===== src/hw/rfs_pkg.sv =====
package rfs_pkg;
    localparam logic [7:0] TRX_CTRL_ONE_ADDR = 8'h04;
    localparam logic [7:0] RF_CTRL_ZERO_ADDR = 8'h16;
    localparam int         EXT_AMP_EN_BIT    = 7;
    localparam int         LEAD_LO_BIT       = 0;
    localparam int         LEAD_HI_BIT       = 1;
    localparam logic [7:0] TRX_CTRL_ONE_RST  = 8'h00;
    localparam logic [7:0] RF_CTRL_ZERO_RST  = 8'h00;
    localparam logic [1:0] LEAD_MAX          = 2'h3;
    localparam logic [7:0] READ_BIT_MASK     = 8'h80;
    localparam int         SPI_BYTE_BITS     = 8;
    localparam logic [2:0] SPI_LAST_BIT      = 3'h7;
    localparam logic [2:0] BIT_CNT_ZERO      = 3'h0;

    typedef enum logic [1:0] {
        RFS_IDLE = 2'b00,
        RFS_ADDR = 2'b01,
        RFS_DATA = 2'b11,
        RFS_DONE = 2'b10
    } rfs_spi_state_t;

    typedef struct packed {
        logic tx_line;
        logic rx_line;
    } rfs_fe_t;
endpackage


===== src/hw/rfs_sync.sv =====
`timescale 1ns/1ps
module rfs_sync
    import rfs_pkg::*;
#(
    parameter int WIDTH = 1
) (
    input  wire logic             clk_in,
    input  wire logic             rst_n_in,
    input  wire logic [WIDTH-1:0] async_in,
    output logic      [WIDTH-1:0] sync_out
);
    // First stage feeds only the second stage
    logic [WIDTH-1:0] meta_ff;

    always_ff @(posedge clk_in or negedge rst_n_in) begin
        if (!rst_n_in) begin
            meta_ff  <= '0;
            sync_out <= '0;
        end else begin
            meta_ff  <= async_in;
            sync_out <= meta_ff;
        end
    end
endmodule


===== src/hw/rfs_front_end.sv =====
`timescale 1ns/1ps
module rfs_front_end
    import rfs_pkg::*;
(
    input  wire logic REF_CLK_IN,
    input  wire logic RESET_N_IN,
    input  wire logic RADIO_TX_IN,
    input  wire logic RADIO_RX_IN,
    input  wire logic SPI_SCK_IN,
    input  wire logic SPI_CS_N_IN,
    input  wire logic SPI_MOSI_IN,
    output logic      SPI_MISO_OUT,
    output logic      FRONT_END_TX_LINE_OUT,
    output logic      FRONT_END_RX_LINE_OUT,
    output logic [1:0] AMP_LEAD_TIME_OUT
);
    // Pins are sampled into this clock through two flops
    // The stages reset low, so select reads active for two clocks after
    // reset; harmless, as SCK idles low and no bit can be taken then
    logic [2:0] pins_s;
    rfs_sync #(.WIDTH(3)) u_sync (
        .clk_in   (REF_CLK_IN),
        .rst_n_in (RESET_N_IN),
        .async_in ({SPI_SCK_IN, SPI_CS_N_IN, SPI_MOSI_IN}),
        .sync_out (pins_s)
    );
    logic sck_s, cs_n_s, mosi_s;
    assign sck_s  = pins_s[2];
    assign cs_n_s = pins_s[1];
    assign mosi_s = pins_s[0];

    logic [1:0] radio_s;
    rfs_sync #(.WIDTH(2)) u_sync_radio (
        .clk_in   (REF_CLK_IN),
        .rst_n_in (RESET_N_IN),
        .async_in ({RADIO_TX_IN, RADIO_RX_IN}),
        .sync_out (radio_s)
    );

    logic           sck_d_ff;
    logic [7:0]     trx_ctrl_one_ff, rf_ctrl_zero_ff;
    logic [7:0]     sh_in_ff, sh_out_ff, addr_ff;
    logic [2:0]     bit_cnt_ff;
    logic           rd_ff;
    rfs_spi_state_t state_ff;
    rfs_fe_t        fe_ff;

    wire sck_rise = sck_s & ~sck_d_ff;
    wire sck_fall = ~sck_s & sck_d_ff;
    wire last_bit = (bit_cnt_ff == SPI_LAST_BIT);
    wire [7:0] shifted = {sh_in_ff[6:0], mosi_s};

    function automatic logic [7:0] reg_read(input logic [7:0] a,
                                            input logic [7:0] t,
                                            input logic [7:0] r);
        reg_read = (a == TRX_CTRL_ONE_ADDR) ? t :
                   (a == RF_CTRL_ZERO_ADDR) ? r : 8'h00;
    endfunction

    wire byte_done = sck_rise & last_bit;
    wire wr_strobe = byte_done & (state_ff == RFS_DATA) & ~rd_ff;
    wire [7:0] addr_next = shifted & ~READ_BIT_MASK;

    // Byte 1: read flag in msb plus address; byte 2: data
    always_ff @(posedge REF_CLK_IN or negedge RESET_N_IN) begin
        if (!RESET_N_IN) begin
            sck_d_ff   <= 1'b0;
            state_ff   <= RFS_IDLE;
            bit_cnt_ff <= BIT_CNT_ZERO;
            sh_in_ff   <= 8'h00;
            sh_out_ff  <= 8'h00;
            addr_ff    <= 8'h00;
            rd_ff      <= 1'b0;
        end else begin
            sck_d_ff <= sck_s;
            if (cs_n_s) begin
                state_ff   <= RFS_IDLE;
                bit_cnt_ff <= BIT_CNT_ZERO;
            end else begin
                case (state_ff)
                    RFS_IDLE: begin
                        state_ff   <= RFS_ADDR;
                        bit_cnt_ff <= BIT_CNT_ZERO;
                    end
                    RFS_ADDR: begin
                        if (sck_rise) begin
                            sh_in_ff   <= shifted;
                            bit_cnt_ff <= bit_cnt_ff + 3'h1;
                        end
                        if (byte_done) begin
                            addr_ff   <= addr_next;
                            rd_ff     <= shifted[7];
                            sh_out_ff <= reg_read(addr_next,
                                trx_ctrl_one_ff, rf_ctrl_zero_ff);
                            state_ff  <= RFS_DATA;
                        end
                    end
                    RFS_DATA: begin
                        if (sck_rise) begin
                            sh_in_ff   <= shifted;
                            bit_cnt_ff <= bit_cnt_ff + 3'h1;
                        end
                        if (sck_fall && bit_cnt_ff != BIT_CNT_ZERO) begin
                            sh_out_ff <= {sh_out_ff[6:0], 1'b0};
                        end
                        if (byte_done) begin
                            state_ff <= RFS_DONE;
                        end
                    end
                    RFS_DONE: state_ff <= RFS_DONE;
                    default:  state_ff <= RFS_IDLE;
                endcase
            end
        end
    end

    assign SPI_MISO_OUT = sh_out_ff[7];

    // Configuration registers, written only through SPI
    always_ff @(posedge REF_CLK_IN or negedge RESET_N_IN) begin
        if (!RESET_N_IN) begin
            trx_ctrl_one_ff <= TRX_CTRL_ONE_RST;
            rf_ctrl_zero_ff <= RF_CTRL_ZERO_RST;
        end else if (wr_strobe) begin
            if (addr_ff == TRX_CTRL_ONE_ADDR) trx_ctrl_one_ff <= shifted;
            if (addr_ff == RF_CTRL_ZERO_ADDR) rf_ctrl_zero_ff <= shifted;
        end
    end

    // Lead time is exported; the host is expected to program the max
    assign AMP_LEAD_TIME_OUT = {rf_ctrl_zero_ff[LEAD_HI_BIT],
                                rf_ctrl_zero_ff[LEAD_LO_BIT]};

    wire amp_en = trx_ctrl_one_ff[EXT_AMP_EN_BIT];
    // Transmit wins if the radio reports both at once
    rfs_fe_t nxt_fe;
    wire     radio_tx_s = radio_s[1];
    wire     radio_rx_s = radio_s[0];
    assign nxt_fe = '{
        tx_line: amp_en & radio_tx_s,
        rx_line: amp_en & ~radio_tx_s & radio_rx_s
    };

    always_ff @(posedge REF_CLK_IN or negedge RESET_N_IN) begin
        if (!RESET_N_IN) fe_ff <= '0;
        else             fe_ff <= nxt_fe;
    end
    assign FRONT_END_TX_LINE_OUT = fe_ff.tx_line;
    assign FRONT_END_RX_LINE_OUT = fe_ff.rx_line;
endmodule


===== config.mk =====
export PLATFORM = sky130hd
export DESIGN_NAME = rfs_front_end
export DESIGN_NICKNAME = d
export VERILOG_FILES = /design/src/hw/rfs_pkg.sv /design/src/hw/rfs_sync.sv /design/src/hw/rfs_front_end.sv
export SDC_FILE = /design/constraint.sdc
export NUM_CORES = 1
export LEC_CHECK = 0
export ABC_AREA = 1
export BUFFER_PORTS_ARGS = -buffer_cell sky130_fd_sc_hd__clkbuf_2
export CAP_MARGIN = 0
export CORE_ASPECT_RATIO = 0.7
export CORE_MARGIN = 8
export CORE_UTILIZATION = 40
export DETAILED_ROUTE_END_ITERATION = 6
export HOLD_SLACK_MARGIN = 0.1
export PLACE_DENSITY = 0.56
export SETUP_SLACK_MARGIN = 0.02
export SLEW_MARGIN = 20
export SYNTH_ARGS = -nofsm -noshare
export SYNTH_HDL_FRONTEND = slang
export SYNTH_HIERARCHICAL = 1
export SYNTH_SLANG_ARGS = --single-unit
export TNS_END_PERCENT = 50

===== constraint.sdc =====
create_clock -name REF_CLK_IN -period 2.3 [get_ports REF_CLK_IN]
set_input_delay 0.46 -clock REF_CLK_IN [delete_from_list [all_inputs] [get_ports REF_CLK_IN]]
set_output_delay 0.46 -clock REF_CLK_IN [all_outputs]
set_load 0.03 [all_outputs]

==> results.md, run 1 <==
- Outcome: complete, no violations
- Vias in the first global route: 1717
- Syn Nets: 275
- Setup Viol. Count Final: 0
- Post-synth EDFFs: 0
- Worst path slowest cell: nor3_4
- Top-count cell post-synth: dfrtp_1
- Vias after detailed routing: 1706
- Clk Latency, worst-skew pair: 0.33 ns
- Slew @ Worst Pin: 0.600 ns
- Setup TNS: 0 ns
- Slew headroom: 59.9%
- Routability cong.: 0.751
- Final Util: 47.1%
- Initial core utilization: 40.8%
- Site Rows: 24
- Die width: 111 um
- Worst Setup Start Kind: flop
- N_diodes: 0
- Leak: 1.39 nW
- Peak Freq: 0.594 GHz
- Post-Syn Area: 2510 um2
- Slowest cell delay on critical path: 0.52 ns
- Core area: 6160 um2
- Final Cycle Share: 73.2%
- # H-tree levels: 3
- Min Tclk post-route: 1.68 ns
- Drt initial violations: 101
- Initial antenna violation count: 0
- Top cells by area, synth: dfrtp_1, nand2_1, o21ai_2
- Remaining antenna violation count: 0
- Syn. warnings: 6
- CP Class: reg -> reg
- TritonCTS clock tree: yes
- Post-place instance area: 2620 um2
- Area growth syn-to-layout: 15.6%
- GR Overflow Total: 0
- WL/cell: 13.7 um
- Cell area after layout: 2900 um2
- Skew final: 0.00817 ns
- Worst EP arrival: 1.87 ns
- Synth unique cells: 22
- Die footprint: 9100 um2
- Layout cells sized above 1: 23.8%
- Post-synth top cells: dfrtp_1, nand2_1, nor2_1, inv_1, nand3_1
- Ports: 12
- CTS Sinks: 57
- CTS hold repair buffers: 0
- Worst setup EP type: flop
- Fin. Hold Viols: 0
- Cell Pwr Density: 888 nW/um2
- Critical Path RT: 2.48 ns
- Detailed-route vias per instance: 4.69
- WL final: 4980 um
- Leading area contributor after synthesis: dfrtp_1
- CTS Root Cell: clkbuf_8
- Nets: 291
- Post-CTS Setup Bufs: 0
- Most used DFF post-synth: dfrtp_1
- #FFs+latches synth: 57
- CTS clock-pin slew for the worst setup and hold paths: 0.07 ns
- Residual DRC count: 0
- FFs w/ async S/R, synth: 100%
- Detailed placement HPWL: 3360 um
- Fin Hold WS: 0.114 ns
- CTS Buf Count: 9
- Max-Cap Viols: 0
- Largest net degree at the start of global routing: 58
- Slew Viols, Final: 0
- Die height: 82.3 um
- VDD IR-drop max: 0.379 mV
- CTS resizes: 0
- CP cell instances: ha_1, ha_1, nand3_2, nor3_4, o21ai_0
- Unrepaired setup endpoints after global routing: false
- DR pass1 iterations: 4
- Buffers on Ports: 11
- Syn_area_per_cell: 9.47 um2
- Yosys top cell area share: 56.9%
- Worst-path maximum fanout: 18
- First-pass GRT wire length: 8830 um
- GRT Util Overall: 12.4%
- CP dominant cell by count: ha_1
- Register area share after synthesis: 56.9%
- Worst Hold Class: in -> async
- Max clock buf depth: 2
- Synth Instances: 265
[flip-flops by register name, indices dropped and copies added (netlist names), 3 cells and up]
signal           cells
bit_cnt_ff           3
trx_ctrl_one_ff      8
u_sync/sync_out      3
sh_in_ff             7
u_sync/meta_ff       3
rf_ctrl_zero_ff      8
sh_out_ff            8
addr_ff              7
[worst paths after layout]
kind                                       endpoint  slack [ns]               from  depth (start not counted)
setup / recovery                         addr_ff[0]        0.62      bit_cnt_ff[0]                          5
hold / removal                        bit_cnt_ff[2]        0.11         RESET_N_IN                          2
setup reg to reg                         addr_ff[0]        0.62      bit_cnt_ff[0]                          5
hold reg to reg                  u_sync/sync_out[2]        0.35  u_sync/meta_ff[2]                          0
max in group asynchronous  u_sync_radio/sync_out[1]        1.91         RESET_N_IN                          2
min in group REF_CLK_IN           u_sync/meta_ff[0]        0.23        SPI_MOSI_IN                          1
[layer usage]
layer / GRT usage (%) / routed length, um / vias up
li1: - / - / 880
met1: 17.5 / 2750 / 799
met2: 16.7 / 1990 / 21
met3: 4.62 / 183 / 6
met4: 4.43 / 47 / 0
met5: 0 / 0 / -
[placed cells by master (no fill, tap or decap), types with 3 or more instances in the layout]
cell	instances
a21oi_1	11
bufinv_16	4
clkbuf_2	11
clkbuf_8	11
dfrtp_1	57
ha_1	3
inv_1	26
inv_2	3
nand2_1	54
nand2_2	10
nand3_1	22
nor2_1	28
nor2_2	3
o21ai_0	14
o21ai_2	18
[worst max-delay path, delay by kind of cell, from the launching register on]
kind / cells / cell delay [ns]
AOI/OAI and AO/OA: 1 / 0.19
adders and majority gates: 2 / 0.30
DFF: 1 / 0.35
and+or+nand+nor: 2 / 0.70
[stage by stage]
stage               setup WS (ns)  instances  power (mW)
floorplan                   0.876        265        1.22
global placement            0.651        348        1.30
detailed placement          0.608        348        1.31
CTS                         0.607        364        2.60
global route                0.435        364        2.67
finish                      0.615        364        2.57
[cell families (layout without fill, tap and decap cells)]
group | count (synthesis) | after routing | synth area share, %
compound gates | 44 | 44 | 11.6
fa+ha+maj | 3 | 3 | 1.50
buf+inv | 36 | 57 | 6.68
flops | 57 | 57 | 56.9
simple gates | 125 | 125 | 23.4
[final cells by class]
class	instances	area (um2)
clock buffer	11	151
clock inverter	5	125
fill	600	3260
inverter	29	109
multi-input combinational	172	915
sequential	57	1430
tap	78	97.6
timing repair buffer	12	75.1
[where the power goes]
group,switching (mW),internal (mW)
Combinational,0.151,0.0483
Sequential,0.0387,1.05
Clock,0.403,0.887
No activity file was read; power rests on OpenSTA's default activity.
==> run 2: changes to the inputs <==
clock period = 1.65 ns   (was 2.3 ns; I/O delays follow)
==> results.md, run 2 (synthesis results as in run 1) <==
- Outcome: complete, no violations
- RR Endpoint: trx_ctrl_one_ff[7]
- Slew @ Worst Pin: 0.301 ns
- Switching share of total power: 24.7%
- GR Overflow Total: 0
- Skew final: 0.00807 ns
- Placed cell count: 356
- Peak Freq: 0.671 GHz
- Initial antenna violation count: 0
- Vias after detailed routing: 1741
- Cell Pwr Density: 1100 nW/um2
- Most frequent cells in the layout: dfrtp_1, nand2_1, nor2_1
- Final std cells w/o fill: 378
- TritonCTS clock tree: yes
- Routability cong.: 0.764
- Gate power share: 9.9%
- Detailed placement HPWL: 3370 um
- Reg2Reg Launch Point: bit_cnt_ff[0]
- VDD IR-drop max: 0.383 mV
- Area growth syn-to-layout: 20.0%
- Commonest non-fill, non-tap cell in the layout: dfrtp_1
- Internal power: 2.49 mW
- Largest net degree at the start of global routing: 58
- Unrepaired setup endpoints after global routing: true
- Max clock buf depth: 2
- Clk Latency, worst-skew pair: 0.34 ns
- Slowest cell delay on critical path: 0.35 ns
- Fin Hold WS: 0.349 ns
- Initial core utilization: 40.8%
- Die footprint: 9100 um2
- CTS clock-pin slew for the worst setup and hold paths: 0.07 ns
- Core area: 6160 um2
- Final Util: 48.9%
- Hold Crit Start: u_sync_radio/meta_ff[1]
- # H-tree levels: 3
- Area of the multi-input gates: 925 um2
- N_diodes: 0
- Layout cells sized above 1: 25.7%
- Setup Viol. Count Final: 0
- CTS Buf Count: 9
- Worst EP arrival: 1.71 ns
- Drt initial violations: 83
- Remaining antenna violation count: 0
- Critical Path RT: 1.87 ns
- Final Cycle Share: 90.4%
- Die width: 111 um
- Switch Pwr: 0.820 mW
- Detailed-route vias per instance: 4.61
- Nets: 305
- WL final: 4910 um
- GRT Util Overall: 12.3%
- Setup slack, reg-to-reg: 0.16 ns
- CP dominant cell by count: ha_1
- WL/cell: 13.0 um
- Clk pwr share: 44.5%
- CP cell instances: ha_1, ha_1, nand3_2, nor3_4, nand2_2, buf_12, nand2_1, o21ai_2
- Crit path buffers/inverters: 1
- Top flop regs: rf_ctrl_zero_ff (8), sh_out_ff (8), trx_ctrl_one_ff (8)
- Ports: 12
- CTS Root Cell: clkbuf_8
- Max-Cap Viols: 0
- Min Tclk post-route: 1.49 ns
- First-pass GRT wire length: 8630 um
- Setup TNS: 0 ns
- Slew headroom: 79.9%
- Die height: 82.3 um
- Residual DRC count: 0
- Hold depth: 0
- CP Class: reg -> reg
- Worst-path maximum fanout: 16
- DR pass1 iterations: 4
- Vias in the first global route: 1733
- CP delay by family, top: simple AND/OR/NAND/NOR gates
- Leak: 1.45 nW
- Register share of total power: 45.6%
- Worst Setup Start Kind: flop
- Worst path slowest cell: dfrtp_1
- Fin. Hold Viols: 0
- CTS Sinks: 57
- Worst Hold Class: reg -> reg
- Worst setup EP type: flop
- Hold endpoint: u_sync_radio/sync_out[1]
- Site Rows: 24
- Slew Viols, Final: 0
- # fillers: 601
- Buffers on Ports: 11
- R2R cell count: 8
- Register area: 1430 um2
run 2: cell types whose count changed in the layout (fill, tap and decap cells not counted), sizes merged:
cell,previous run,this run
dlygate4sd3,0,6
clkinv,1,2
buf,1,9
bufinv,4,2
clkinvlp,0,1
run 2: timing repair:
action / 4_1_cts / 5_1_grt
setup endpoints to repair: 0 / 13
hold endpoints to repair: 62 / 0
resized for setup: 0 / 3
hold buffers: 6 / 0
buffers inserted: 0 / 0
run 2: area by class of cell:
type,instances,area share (%)
multi-input combinational,172,30.7
tap,78,3.24
inverter,29,3.62
clock buffer,11,5.03
sequential,57,47.4
timing repair buffer,26,7.44
clock inverter,5,2.58
run 2: per-layer routing:
| metal | vias to the layer above | track usage [%] | share of wire, % |
|---|---|---|---|
| li1 | 905 | - | - |
| met1 | 806 | 16.3 | 53 |
| met2 | 21 | 17.5 | 41 |
| met3 | 9 | 4.47 | 4.3 |
| met4 | 0 | 6.04 | 1.7 |
| met5 | - | 0 | 0 |
run 2: power groups by stage:
stage,Clock (mW),Sequential (mW),Combinational (mW)
floorplan,0,1.53,0.177
global placement,0,1.54,0.316
detailed placement,0,1.54,0.317
CTS,1.52,1.51,0.334
global route,1.57,1.52,0.373
finish,1.47,1.51,0.327
run 2: how the worst max path moves through the flow:
stage	cells past startpoint	from	to	slack (ns)
6_report	8	bit_cnt_ff[0]	trx_ctrl_one_ff[7]	0.16
5_1_grt	8	bit_cnt_ff[1]	rd_ff	-0.004
4_1_cts	7	bit_cnt_ff[0]	rf_ctrl_zero_ff[2]	0.07
3_5_place_dp	7	bit_cnt_ff[0]	rf_ctrl_zero_ff[2]	0.08
3_3_place_gp	7	bit_cnt_ff[0]	rf_ctrl_zero_ff[4]	0.12
2_1_floorplan	8	bit_cnt_ff[0]	trx_ctrl_one_ff[4]	0.23
run 2: per-stage QoR:
step | power (mW) | setup slack, ns | instance area [um2]
after floorplan | 1.70 | 0.226 | 2510
after global placement | 1.85 | 0.120 | 2710
after detailed placement | 1.85 | 0.0841 | 2710
after CTS | 3.36 | 0.0689 | 3000
after global routing | 3.46 | -0.00353 | 3010
final | 3.31 | 0.159 | 3010
